$ cat config.mk
export PLATFORM = sky130hd
export DESIGN_NAME = burst_restart_ctrl
export DESIGN_NICKNAME = d
export VERILOG_FILES = /design/src/rtl/burst_restart_pkg.sv /design/src/rtl/burst_restart_ctrl.sv /design/src/rtl/persist_filter.sv /design/src/rtl/input_sync.sv
export SDC_FILE = /design/constraint.sdc
export NUM_CORES = 1
export LEC_CHECK = 0
export BUFFER_PORTS_ARGS = -buffer_cell sky130_fd_sc_hd__buf_4
export CAP_MARGIN = 20
export CORE_MARGIN = 2
export CORE_UTILIZATION = 60
export DETAILED_ROUTE_END_ITERATION = 7
export GPL_TIMING_DRIVEN = 0
export PLACE_DENSITY = 0.8
export SYNTH_ARGS = -nofsm -noshare
export SYNTH_HDL_FRONTEND = slang
export SYNTH_SLANG_ARGS = --single-unit
$ cat constraint.sdc
create_clock -name sys_clk -period 10 [get_ports sys_clk]
set_input_delay 1.5 -clock sys_clk [delete_from_list [all_inputs] [get_ports sys_clk]]
set_output_delay 1.5 -clock sys_clk [all_outputs]
set_load 0.01 [all_outputs]
$ cat src/rtl/burst_restart_pkg.sv
// Constants and types for the burst and auto-restart control unit
// Functional notes
// - Burst entry counter runs only while feedback low
// - Enter burst at 20 ms if still low
// - Burst entry sets flag, bias off
// - Feedback above 3.5 V wakes bias
// - Burst selects reduced 0.34 V current limit
// - Feedback at 3.0 V switches bias off
// - Feedback over 4.0 V leaves burst
// - Only overload uses the extendable blanking path
// - Soft-start overvoltage with high feedback, 30 us
// - Supply over 25.5 V, 150 us, not burst
// - Thermal flag held 30 us restarts
// - Overload 20 ms releases blanking clamp switch
// - Expired blanking and pin high, 30 us
// - Undervoltage 10 ms plus filter restarts
// - Pin pull-down stops gate, ignored first 1 ms
// - Restart: stop, startup cell, then soft start
// - After startup recheck fault, retry or resume
// - Soft start on every restart attempt
// - Startup cell stays off during burst
package burst_restart_pkg;

  localparam int unsigned CLK_HZ       = 50_000_000;
  localparam int unsigned BLANK_MS     = 20;
  localparam int unsigned SPIKE_US     = 30;
  localparam int unsigned OVP_HI_US    = 120;
  localparam int unsigned UVLO_MS      = 10;
  localparam int unsigned ENA_BLANK_MS = 1;

  localparam int unsigned BLANK_CYC   = CLK_HZ / 1000 * BLANK_MS;
  localparam int unsigned SPIKE_CYC   = CLK_HZ / 1_000_000 * SPIKE_US;
  localparam int unsigned OVP_HI_CYC  =
    CLK_HZ / 1_000_000 * (OVP_HI_US + SPIKE_US);
  localparam int unsigned UVLO_CYC    =
    CLK_HZ / 1000 * UVLO_MS + SPIKE_CYC;
  localparam int unsigned ENA_BLK_CYC = CLK_HZ / 1000 * ENA_BLANK_MS;

  localparam int CNT_W = 24;

  typedef enum logic [1:0] {
    ST_OFF     = 2'b00,
    ST_SOFT    = 2'b01,
    ST_RUN     = 2'b11,
    ST_RESTART = 2'b10
  } phase_type;

  typedef struct packed {
    logic fb_below_entry;
    logic fb_above_wake;
    logic fb_below_sleep;
    logic fb_above_overload;
    logic vcc_above_on;
    logic vcc_below_off;
    logic vcc_above_ovp_soft;
    logic vcc_above_ovp_hi;
    logic ba_above_end;
    logic ba_below_enable;
    logic over_temp;
  } sense_type;

  typedef struct packed {
    logic burst_flag;
    logic bias_enable;
    logic reduced_limit;
    logic clamp_release;
    logic gate_stop;
    logic restart_active;
    logic startup_cell_on;
    logic soft_start;
  } ctrl_type;

endpackage

$ cat src/rtl/burst_restart_ctrl.sv
// Burst mode and auto-restart protection control unit
`timescale 1ns/10ps
module burst_restart_ctrl
  import burst_restart_pkg::*;
#(
  parameter int unsigned BLANK_CYCLES   = BLANK_CYC,
  parameter int unsigned SPIKE_CYCLES   = SPIKE_CYC,
  parameter int unsigned OVP_HI_CYCLES  = OVP_HI_CYC,
  parameter int unsigned UVLO_CYCLES    = UVLO_CYC,
  parameter int unsigned ENA_BLK_CYCLES = ENA_BLK_CYC,
  parameter int unsigned SOFT_CYCLES    = BLANK_CYC
) (
  // Clock and reset
  input  wire logic      sys_clk,
  input  wire logic      reset,
  // Comparator and thermal indications, asynchronous
  input  wire sense_type sense_raw,
  // Control outputs
  output ctrl_type       ctrl
);

  // ****************************************************************
  // Input synchronization and persistence filters
  // ****************************************************************

  sense_type sense;

  input_sync u_sync (
    .sys_clk (sys_clk),
    .reset   (reset),
    .raw     (sense_raw),
    .synced  (sense)
  );

  typedef struct packed {
    phase_type        phase;
    logic [CNT_W-1:0] burst_cnt;
    logic [CNT_W-1:0] ovl_cnt;
    logic [CNT_W-1:0] soft_cnt;
    logic [CNT_W-1:0] ena_cnt;
    logic             ena_armed;
    logic             burst;
    logic             bias;
    logic             clamp_rel;
    logic             fault_seen;
  } ctl_state_type;

  ctl_state_type state_r;
  ctl_state_type state_nxt;

  // Phases in which the gate may switch
  function automatic logic is_switching(input phase_type ph);
    return (ph == ST_SOFT) || (ph == ST_RUN);
  endfunction

  logic in_soft;
  logic in_run;
  logic ovp_soft_cond;
  logic ovp_hi_cond;
  logic ovl_cond;
  logic ena_cond;
  logic ovp_soft_hit;
  logic ovp_hi_hit;
  logic temp_hit;
  logic ovl_hit;
  logic uvlo_hit;
  logic ena_hit;
  logic fault;
  logic active;

  assign in_soft = (state_r.phase == ST_SOFT);
  assign in_run  = (state_r.phase == ST_RUN);
  assign active  = is_switching(state_r.phase);

  // Fast faults bypass the extendable path; overload uses it
  assign ovp_soft_cond = sense.vcc_above_ovp_soft &
                         sense.fb_above_overload & in_soft;
  assign ovp_hi_cond   = sense.vcc_above_ovp_hi & ~state_r.burst
                         & active;
  assign ovl_cond      = state_r.clamp_rel & sense.ba_above_end
                         & sense.fb_above_overload;
  assign ena_cond      = sense.ba_below_enable & state_r.ena_armed
                         & active;

  persist_filter #(.LIMIT(SPIKE_CYCLES)) u_ovp_soft (
    .sys_clk (sys_clk),
    .reset   (reset),
    .cond    (ovp_soft_cond),
    .done    (ovp_soft_hit)
  );

  persist_filter #(.LIMIT(OVP_HI_CYCLES)) u_ovp_hi (
    .sys_clk (sys_clk),
    .reset   (reset),
    .cond    (ovp_hi_cond),
    .done    (ovp_hi_hit)
  );

  persist_filter #(.LIMIT(SPIKE_CYCLES)) u_temp (
    .sys_clk (sys_clk),
    .reset   (reset),
    .cond    (sense.over_temp & active),
    .done    (temp_hit)
  );

  persist_filter #(.LIMIT(SPIKE_CYCLES)) u_ovl (
    .sys_clk (sys_clk),
    .reset   (reset),
    .cond    (ovl_cond),
    .done    (ovl_hit)
  );

  persist_filter #(.LIMIT(UVLO_CYCLES)) u_uvlo (
    .sys_clk (sys_clk),
    .reset   (reset),
    .cond    (sense.vcc_below_off & active),
    .done    (uvlo_hit)
  );

  persist_filter #(.LIMIT(SPIKE_CYCLES)) u_ena (
    .sys_clk (sys_clk),
    .reset   (reset),
    .cond    (ena_cond),
    .done    (ena_hit)
  );

  assign fault = ovp_soft_hit | ovp_hi_hit | temp_hit | ovl_hit
               | uvlo_hit | ena_hit;

  // ****************************************************************
  // Control state update
  // ****************************************************************

  always_comb begin
    state_nxt = state_r;
    case (state_r.phase)
      ST_OFF: begin
        state_nxt.bias = 1'b0;
        if (sense.vcc_above_on) begin
          state_nxt.phase    = ST_SOFT;
          state_nxt.soft_cnt = '0;
          state_nxt.bias     = 1'b1;
        end
      end
      ST_SOFT: begin
        if (state_r.soft_cnt >= CNT_W'(SOFT_CYCLES - 1)) begin
          state_nxt.phase = ST_RUN;
        end else begin
          state_nxt.soft_cnt = state_r.soft_cnt + CNT_W'(1);
        end
      end
      ST_RUN: begin
      end
      ST_RESTART: begin
        // Wait for supply to fall, then charge back up
        if (sense.vcc_above_on && state_r.fault_seen) begin
          state_nxt.phase      = ST_SOFT;
          state_nxt.soft_cnt   = '0;
          state_nxt.bias       = 1'b1;
          state_nxt.fault_seen = 1'b0;
        end else if (sense.vcc_below_off) begin
          state_nxt.fault_seen = 1'b1;
        end
      end
      default: begin
        state_nxt.phase = ST_OFF;
      end
    endcase

    // Auto-restart enable blanking after start of switching
    if (state_r.phase == ST_OFF || state_r.phase == ST_RESTART) begin
      state_nxt.ena_cnt   = '0;
      state_nxt.ena_armed = 1'b0;
    end else if (state_r.ena_cnt >= CNT_W'(ENA_BLK_CYCLES - 1)) begin
      state_nxt.ena_armed = 1'b1;
    end else begin
      state_nxt.ena_cnt = state_r.ena_cnt + CNT_W'(1);
    end

    // Burst entry blanking
    if (!in_run || state_r.burst || !sense.fb_below_entry) begin
      state_nxt.burst_cnt = '0;
    end else if (state_r.burst_cnt >= CNT_W'(BLANK_CYCLES - 1)) begin
      state_nxt.burst     = 1'b1;
      state_nxt.bias      = 1'b0;
      state_nxt.burst_cnt = '0;
    end else begin
      state_nxt.burst_cnt = state_r.burst_cnt + CNT_W'(1);
    end

    // Burst regulation and exit
    if (state_r.burst) begin
      if (sense.fb_above_overload) begin
        state_nxt.burst = 1'b0;
        state_nxt.bias  = 1'b1;
      end else if (sense.fb_above_wake) begin
        state_nxt.bias = 1'b1;
      end else if (sense.fb_below_sleep) begin
        state_nxt.bias = 1'b0;
      end
    end

    // Overload blanking and clamp release
    if (!active || !sense.fb_above_overload
        || state_r.burst) begin
      state_nxt.ovl_cnt   = '0;
      state_nxt.clamp_rel = 1'b0;
    end else if (state_r.ovl_cnt >= CNT_W'(BLANK_CYCLES - 1)) begin
      state_nxt.clamp_rel = 1'b1;
    end else begin
      state_nxt.ovl_cnt = state_r.ovl_cnt + CNT_W'(1);
    end

    // Any filtered fault forces auto-restart
    if (fault && active) begin
      state_nxt.phase      = ST_RESTART;
      state_nxt.burst      = 1'b0;
      state_nxt.bias       = 1'b0;
      state_nxt.clamp_rel  = 1'b0;
      state_nxt.fault_seen = 1'b0;
    end
  end

  always_ff @(posedge sys_clk or posedge reset) begin
    if (reset) begin
      state_r <= '{phase: ST_OFF, default: '0};
    end else begin
      state_r <= state_nxt;
    end
  end

  // ****************************************************************
  // Outputs
  // ****************************************************************

  always_comb begin
    ctrl                 = '0;
    ctrl.burst_flag      = state_r.burst;
    ctrl.bias_enable     = state_r.bias;
    ctrl.reduced_limit   = state_r.burst;
    ctrl.clamp_release   = state_r.clamp_rel;
    ctrl.gate_stop       = ~state_r.bias | ~active
                           | ena_cond;
    ctrl.restart_active  = (state_r.phase == ST_RESTART);
    ctrl.startup_cell_on = (state_r.phase == ST_RESTART)
                           & state_r.fault_seen & ~state_r.burst;
    ctrl.soft_start      = in_soft;
  end

  // ****************************************************************
  // Assertions
  // ****************************************************************

  burst_limit_a: assert property (
    @(posedge sys_clk) disable iff (reset)
    ctrl.burst_flag == ctrl.reduced_limit)
    else $error("reduced limit not tied to burst");

  burst_exit_a: assert property (
    @(posedge sys_clk) disable iff (reset)
    state_r.burst && sense.fb_above_overload && !fault
      |=> !ctrl.burst_flag && ctrl.bias_enable)
    else $error("burst not left on overload feedback");

  burst_wake_a: assert property (
    @(posedge sys_clk) disable iff (reset)
    state_r.burst && sense.fb_above_wake && !fault
      |=> ctrl.bias_enable)
    else $error("bias not woken in burst");

  burst_sleep_a: assert property (
    @(posedge sys_clk) disable iff (reset)
    state_r.burst && !sense.fb_above_wake && !sense.fb_above_overload
      && sense.fb_below_sleep |=> !ctrl.bias_enable)
    else $error("bias not slept in burst");

  burst_entry_a: assert property (
    @(posedge sys_clk) disable iff (reset)
    $rose(state_r.burst) |-> $past(sense.fb_below_entry)
      && $past(state_r.burst_cnt) == CNT_W'(BLANK_CYCLES - 1))
    else $error("burst entered early");

  entry_hold_a: assert property (
    @(posedge sys_clk) disable iff (reset)
    !sense.fb_below_entry |=> state_r.burst_cnt == '0)
    else $error("entry counter ran on high feedback");

  startup_off_a: assert property (
    @(posedge sys_clk) disable iff (reset)
    ctrl.burst_flag |-> !ctrl.startup_cell_on)
    else $error("startup cell on in burst");

  clamp_time_a: assert property (
    @(posedge sys_clk) disable iff (reset)
    $rose(state_r.clamp_rel) |->
      $past(state_r.ovl_cnt) == CNT_W'(BLANK_CYCLES - 1))
    else $error("clamp released at wrong time");

  restart_stop_a: assert property (
    @(posedge sys_clk) disable iff (reset)
    ctrl.restart_active |-> ctrl.gate_stop && !ctrl.bias_enable)
    else $error("switching during restart");

  ena_blank_a: assert property (
    @(posedge sys_clk) disable iff (reset)
    $fell(ctrl.restart_active) |-> ##1 !state_r.ena_armed [*8])
    else $error("enable input not blanked at start");

  burst_quiet_a: assert property (
    @(posedge sys_clk) disable iff (reset)
    $rose(ctrl.burst_flag) |-> !ctrl.bias_enable && ctrl.gate_stop)
    else $error("bias left on at burst entry");

  ovp_masked_a: assert property (
    @(posedge sys_clk) disable iff (reset)
    ctrl.burst_flag |=> !ovp_hi_hit)
    else $error("supply overvoltage counted in burst");

  soft_retry_a: assert property (
    @(posedge sys_clk) disable iff (reset)
    $fell(ctrl.restart_active) |-> ctrl.soft_start)
    else $error("restart left without soft start");

  fault_entry_a: assert property (
    @(posedge sys_clk) disable iff (reset)
    fault && active |=> ctrl.restart_active)
    else $error("filtered fault did not restart");

  enable_stop_a: assert property (
    @(posedge sys_clk) disable iff (reset)
    sense.ba_below_enable && state_r.ena_armed && in_run |-> ctrl.gate_stop)
    else $error("gate not stopped by enable pull-down");

  clamp_drop_a: assert property (
    @(posedge sys_clk) disable iff (reset)
    !sense.fb_above_overload |=> !ctrl.clamp_release)
    else $error("clamp held without overload feedback");

  cov_burst_c: cover property (@(posedge sys_clk) disable iff (reset)
    $rose(state_r.burst));
  cov_restart_c: cover property (@(posedge sys_clk) disable iff (reset)
    $rose(ctrl.restart_active));
  cov_clamp_c: cover property (@(posedge sys_clk) disable iff (reset)
    $rose(ctrl.clamp_release));
  cov_retry_c: cover property (@(posedge sys_clk) disable iff (reset)
    ctrl.restart_active ##1 ctrl.soft_start);
  cov_enable_c: cover property (@(posedge sys_clk) disable iff (reset)
    ena_hit);

endmodule

$ cat src/rtl/persist_filter.sv
// Counts how long a condition stays true
`timescale 1ns/10ps
module persist_filter
  import burst_restart_pkg::*;
#(
  parameter int unsigned LIMIT = 1
) (
  // Clock and reset
  input  wire logic sys_clk,
  input  wire logic reset,
  // Condition and result
  input  wire logic cond,
  output logic      done
);

  typedef struct packed {
    logic [CNT_W-1:0] cnt;
    logic             done;
  } pf_state_type;

  pf_state_type state_r;
  pf_state_type state_nxt;

  always_comb begin
    state_nxt = state_r;
    if (!cond) begin
      state_nxt.cnt  = '0;
      state_nxt.done = 1'b0;
    end else if (state_r.cnt >= CNT_W'(LIMIT - 1)) begin
      state_nxt.done = 1'b1;
    end else begin
      state_nxt.cnt = state_r.cnt + CNT_W'(1);
    end
  end

  always_ff @(posedge sys_clk or posedge reset) begin
    if (reset) begin
      state_r <= '0;
    end else begin
      state_r <= state_nxt;
    end
  end

  assign done = state_r.done;

endmodule

$ cat src/rtl/input_sync.sv
// Two-stage synchronizer for the comparator and thermal inputs
`timescale 1ns/10ps
module input_sync
  import burst_restart_pkg::*;
(
  // Clock and reset
  input  wire logic      sys_clk,
  input  wire logic      reset,
  // Raw and synchronized sense bits
  input  wire sense_type raw,
  output sense_type      synced
);

  typedef struct packed {
    sense_type s1;
    sense_type s2;
  } sync_state_type;

  sync_state_type state_r;
  sync_state_type state_nxt;

  always_comb begin
    state_nxt    = state_r;
    state_nxt.s1 = raw;
    state_nxt.s2 = state_r.s1;
  end

  always_ff @(posedge sys_clk or posedge reset) begin
    if (reset) begin
      state_r <= '0;
    end else begin
      state_r <= state_nxt;
    end
  end

  assign synced = state_r.s2;

endmodule

==> results.cfg, run 1 <==
[status]
status = complete, no violations

[placement]
port_buffers = 20
hpwl_mm = 14.62
gp_routability_congestion = 0.8411
dpl.cell_count = 1451
dp_slack_ns = 6.637

[final_layout]
drive_gt1_frac = 0.07680
layoutNonFillerInstCount = 1502
n_fill_cell = 1518
final_cell_mix = dfrtp_1 (275), nor2_1 (161), and3_1 (66), xor2_1 (66)
register_area_um2 = 6882
syn2layout_area_growth_pct = 12.65
final_nets = 1245
diodes = 0
multi_input_area_um2 = 4928
layout_commonest_cell = dfrtp_1

[global_route]
grt_max_degree = 106
grt_first_pass_wirelength_mm = 38.97
grt_overflow = 0
grt_pass1_vias = 8280
grt_usage = 0.2146
grt_antenna_before_repair = 0

[drt]
vias_per_cell = 5.714
wirelength_mm = 22.46
final_antenna_net_count = 0
firstDrtPassIters = 5
drc_errors = 0
drtIter0Drc = 569
wire_per_inst_um = 14.96
via_count = 8582

[cts]
post_cts_buffers = 0
tritoncts = built
clock_sinks = 275
cts_root_buf = clkbuf_16
hold_buffers = 0
h-tree-depth = 1
cts_buffers = 29
post_cts_resized = 0
ctsLongestPathBuffers = 3
clk_latency_ns = 0.53
clkTransAtPathRegs_ns = 0.06

[synth]
syn-cell-area_um2 = 12110
async_reset_ff_frac = 1.000
syn_inst = 1161
synth_edf_count = 0
syn_avg_cell_area_um2 = 10.43
ys_types = 62
ys_ff_latch = 275
synthFlopType = dfrtp_1
ys_seq_area_frac = 0.5682
yosysWarnings = 0

[sta]
grt_setup_unrepaired = false
finalSetupViolations = 0
finalHoldViolations = 0
slew_viol_final = 0
whs_ns = 0.3483
period_share = 0.3951
finalClockSkew_ns = 0.01021
fin_tns_setup_ns = 0
fmax_mhz = 253.1
worst_slew_pin_slew_ns = 0.7103
fin_ws_ns = 6.049
fin_crit_ns = 3.951
relSlewSlack = 0.5221

[floorplan]
start_util = 0.6162
rows = 51
die-area_um2 = 21340
io_pins = 21
die_w_um = 146.1
design.core.area_um2 = 19650
fp.dieH_um = 146.1

[critical_path]
critPathMaxFanout = 10
critical_path_required_ns = 8.50
cp-end-kind = output port
worstSetupStartpointType = register
path_common_cell = clkbuf_1
cp.arrival_ns = 2.45
crit_path_cell_trace = ha_1, or2_2, clkbuf_1, clkbuf_1, nand3_1, buf_4
critPathKind = register to output port
reg2reg_slack_ns = 7.48
crit_slowest_cell = dfrtp_1
cp_slowest_stage_delay_ns = 0.47

[power_and_ir_drop]
p_leak_nw = 6.291
power.density_nw_per_um2 = 180.4
p_total_mw = 2.462
ir_drop_v = 0.0001595

[worst_hold_path]
hp-class = register to register

[job]
drv_cap = 0
==> where the power goes <==
group	internal (mW)	leakage (nW)	switching (mW)	total, mW
registers	1.15	3.75	0.0404	1.19
logic	0.0701	2.08	0.108	0.178
clock network	0.663	0.464	0.428	1.09
total	1.89	6.29	0.576	2.46
==> synth_stat cells, types with 3 or more instances <==
| cell type | n | area, µm² |
|---|---|---|
| o21bai_1 | 3 | 22.52 |
| or4_4 | 3 | 33.78 |
| dfrtp_1 | 275 | 6882 |
| a31oi_1 | 8 | 50.05 |
| and4_1 | 6 | 52.55 |
| nand2b_1 | 4 | 25.02 |
| ha_1 | 15 | 187.7 |
| o21ai_0 | 25 | 125.1 |
| a31o_2 | 4 | 35.03 |
| xor2_1 | 66 | 578.1 |
| nor3b_1 | 5 | 37.54 |
| mux2i_1 | 6 | 60.06 |
| a21o_1 | 3 | 22.52 |
| a21oi_1 | 34 | 170.2 |
| o31a_1 | 3 | 26.28 |
| inv_1 | 23 | 86.33 |
| and2_1 | 59 | 369.1 |
| or4_1 | 7 | 52.55 |
| and3_1 | 66 | 412.9 |
| nor2_1 | 161 | 604.3 |
| or2_2 | 3 | 18.77 |
| xnor2_1 | 40 | 350.3 |
| nand3_1 | 45 | 225.2 |
| nor4_1 | 23 | 143.9 |
| buf_4 | 5 | 37.54 |
| o31ai_1 | 6 | 45.04 |
| a41oi_1 | 3 | 26.28 |
| o211ai_1 | 5 | 37.54 |
| or3_1 | 18 | 112.6 |
| nor2b_1 | 12 | 75.07 |
| nand2_1 | 59 | 221.5 |
| a211oi_1 | 9 | 67.56 |
| nor3_1 | 25 | 125.1 |
| nand4_1 | 58 | 362.9 |
| clkbuf_1 | 41 | 153.9 |
==> worst paths after layout <==
| path | startpoint | to | cells past startpoint |
|---|---|---|---|
| setup / recovery | state_r[101] | ctrl[3] | 6 |
| hold / removal | u_sync.state_nxt[4] | u_sync.synced[4] | 0 |
| setup reg to reg | state_r[73] | state_r[66] | 7 |
| hold reg to reg | u_sync.state_nxt[4] | u_sync.synced[4] | 0 |
| max in group asynchronous | reset | state_r[50] | 4 |
| min in group asynchronous | reset | u_ovp_hi.state_r[7] | 2 |
==> cells by family (layout without fill, tap and decap cells) <==
kind of cell,Yosys count,in the layout,share of synthesized area
AND/OR/NAND/NOR,565,565,0.2448
other,1,4,0.0003096
multiplexers,6,6,0.004959
AO/OA/AOI/OAI,119,119,0.06374
flip-flops,275,275,0.5682
XOR/XNOR,106,106,0.07665
buffers and inverters,74,147,0.02583
adder cells (fa/ha/maj),15,15,0.01550
==> per-layer routing <==
metal / track usage / wire length (µm) / up-vias
met5: 0 / 0 / -
li1: - / - / 4160
met4: 0.05922 / 401 / 0
met2: 0.3384 / 10710 / 132
met1: 0.3153 / 10550 / 4253
met3: 0.03250 / 808 / 37
==> critical path, delay by kind of cell, from the launching register on <==
kind | cells | cell delay [ns]
adder cells (fa/ha/maj) | 1 | 0.32
buffers and inverters | 3 | 0.80
flip-flops | 1 | 0.47
AND/OR/NAND/NOR | 2 | 0.34
==> registers in the layout, summed over array words and instances (netlist names) <==
name and count:
u_temp.done 1, u_sync.state_nxt 11, u_ovp_soft.done 1, u_uvlo.done 1, u_ovl.state_r 24, u_ena.state_r 24
u_ovp_hi.state_r 24, u_ovp_soft.state_r 24, u_sync.synced 11, u_uvlo.state_r 24, ctrl 3, u_ovl.done 1
u_ena.done 1, u_temp.state_r 24, u_ovp_hi.done 1, state_r 100
==> through the flow <==
stage,utilization,cell area [µm²]
final,0.6942,13640
after global routing,0.6942,13640
after CTS,0.6942,13640
after detailed placement,0.6445,12670
after global placement,0.6413,12600
after floorplan,-,12120
==> layout make-up <==
type,count,share of cell area
well taps,265,0.02430
clock buffers,36,0.05511
plain buffers,51,0.01660
repair buffers,22,0.01504
clock inverters,15,0.01651
flip-flops and latches,275,0.5044
multi-input cells,815,0.3612
inverters,23,0.006878
No activity file was read; power rests on OpenSTA's default activity.
==> inputs of run 2 (changes only) <==
--- a/config.mk
+++ b/config.mk
@@ -8,10 +8,10 @@
 export BUFFER_PORTS_ARGS = -buffer_cell sky130_fd_sc_hd__buf_4
 export CAP_MARGIN = 20
 export CORE_MARGIN = 2
-export CORE_UTILIZATION = 60
+export CORE_UTILIZATION = 57
 export DETAILED_ROUTE_END_ITERATION = 7
 export GPL_TIMING_DRIVEN = 0
-export PLACE_DENSITY = 0.8
+export PLACE_DENSITY = 0.79
 export SYNTH_ARGS = -nofsm -noshare
 export SYNTH_HDL_FRONTEND = slang
 export SYNTH_SLANG_ARGS = --single-unit
==> constraint.sdc (replaced) <==
create_clock -name sys_clk -period 3.6 [get_ports sys_clk]
set_input_delay 0.54 -clock sys_clk [delete_from_list [all_inputs] [get_ports sys_clk]]
set_output_delay 0.54 -clock sys_clk [all_outputs]
set_load 0.01 [all_outputs]
==> run 2 against run 1 <==
  * Cell count is 1.1% higher
  * Via count is 0.34% lower
  * Sequential power grew to 2.8 times the previous value
  * Die area increased by 5.1%
  * Flip-flop and latch count stayed put
  * Global-route usage is 0.47 points lower
  * Largest power group unchanged
==> results.cfg, run 2 (synthesis results as in run 1) <==
[sta]
slew_viol_final = 0
fin_tns_setup_ns = 0
fin_crit_ns = 2.973
worst_slew_pin_slew_ns = 0.8950
finalSetupViolations = 0
whs_ns = 0.08740
grt_setup_unrepaired = false
period_share = 0.8258
relSlewSlack = 0.3978
finalHoldViolations = 0
fmax_mhz = 336.4
finalClockSkew_ns = 0.01191

[cts]
cts_root_buf = clkbuf_16
h-tree-depth = 1
clock_sinks = 275
ctsLongestPathBuffers = 3
cts_buffers = 29
hold_buffers = 0
clk_latency_ns = 0.54
post_cts_buffers = 0
clkTransAtPathRegs_ns = 0.06
tritoncts = built
post_cts_resized = 0

[final_layout]
syn2layout_area_growth_pct = 14.48
final_util = 0.6617
drive_gt1_frac = 0.08608
layout_commonest_cell = dfrtp_1
diodes = 0
n_fill_cell = 1650
regMostFlops = state_r
final_cell_mix = dfrtp_1 (275), nor2_1 (161), and3_1 (66), xor2_1 (66)
layoutNonFillerInstCount = 1518
final_nets = 1251
largest_reg_flops = 100

[global_route]
grt_first_pass_wirelength_mm = 39.39
grt_antenna_before_repair = 0
grt_overflow = 0
grt_pass1_vias = 8341
grt_max_degree = 43
grt_usage = 0.2099

[critical_path]
reg2reg_slack_ns = 1.08
critical_path_required_ns = 3.06
crit_start = state_r[101]
reg2reg_depth = 9
critPathKind = register to output port
crit_end = ctrl[3]
r2r-start = state_r[101]
timing.rr.end = state_r[29]
cp-end-kind = output port
critPathMaxFanout = 10
cp.arrival_ns = 2.43
worstSetupStartpointType = register

[placement]
hpwl_mm = 14.95
port_buffers = 20
gp_routability_congestion = 0.8230
dpl.cell_count = 1467

[drt]
drtIter0Drc = 488
drc_errors = 0
wirelength_mm = 22.59
vias_per_cell = 5.634
wire_per_inst_um = 14.88
firstDrtPassIters = 5
final_antenna_net_count = 0
via_count = 8553

[worst_hold_path]
hp-class = input pin to async pin

[power_and_ir_drop]
ir_drop_v = 0.0003376
p_leak_nw = 6.410
power.density_nw_per_um2 = 513.1
p_total_mw = 7.114

[floorplan]
die_w_um = 149.8
design.core.area_um2 = 20960
start_util = 0.5780
die-area_um2 = 22430
io_pins = 21
rows = 53
fp.dieH_um = 149.8

[status]
status = complete, no violations

[job]
drv_cap = 0
[run 2: cell types whose count changed in the layout (fill, tap and decap cells not counted), moves of 2 or more]
cell | before | now
clkbuf_8 | 0 | 11
buf_12 | 0 | 8
clkbuf_1 | 48 | 42
clkinvlp_4 | 4 | 1
buf_16 | 2 | 0
[run 2: where the power goes]
part	leakage [nW]	internal [mW]	switching, mW
clock network	0.539	2.12	1.18
logic	2.12	0.204	0.297
registers	3.75	3.20	0.114
total	6.41	5.52	1.59
[run 2: critical path: stages, from the launching register on]
cell and delay (ns):
dfrtp_1 0.48, ha_1 0.32, or2_2 0.15, clkbuf_1 0.28
clkbuf_1 0.34, nand3_1 0.16, buf_4 0.18
[run 2: layout make-up]
| type | instances | area (µm²) | share of cell area |
|---|---|---|---|
| Buffer | 51 | 226.5 | 0.01633 |
| Clock buffer | 41 | 880.8 | 0.06353 |
| Clock inverter | 10 | 203.9 | 0.01471 |
| Inverter | 23 | 90.09 | 0.006497 |
| Multi-Input combinational cell | 815 | 4928 | 0.3554 |
| Sequential cell | 275 | 6882 | 0.4963 |
| Tap cell | 275 | 344.1 | 0.02482 |
| Timing Repair Buffer | 28 | 310.3 | 0.02238 |
[run 2: stage by stage]
stage | worst slack (ns) | area, µm²
final | 0.6270 | 13870
after global routing | 0.4596 | 13870
after CTS | 0.6058 | 13870
after global placement | -2.059 | 12620
after detailed placement | 1.111 | 12780
after floorplan | -0.5774 | 12130
[run 2: routing by layer]
| layer | global-route usage | wire [µm] |
|---|---|---|
| met3 | 0.03415 | 832 |
| met2 | 0.3346 | 10680 |
| met4 | 0.05566 | 432 |
| met1 | 0.3029 | 10640 |
| met5 | 0 | 0 |
[run 2: worst min-delay path by stage]
| stage | slack (ns) | to | cells past startpoint | from |
|---|---|---|---|---|
| after CTS | 0.08 | state_r[49] | 2 | reset |
| after global routing | 0.08 | u_sync.state_nxt[1] | 1 | sense_raw[1] |
| after global placement | 0.33 | u_sync.synced[7] | 0 | u_sync.state_nxt[7] |
| after detailed placement | 0.34 | u_sync.synced[0] | 0 | u_sync.state_nxt[0] |
| after floorplan | 0.33 | u_sync.synced[0] | 0 | u_sync.state_nxt[0] |
| final | 0.09 | state_r[13] | 2 | reset |
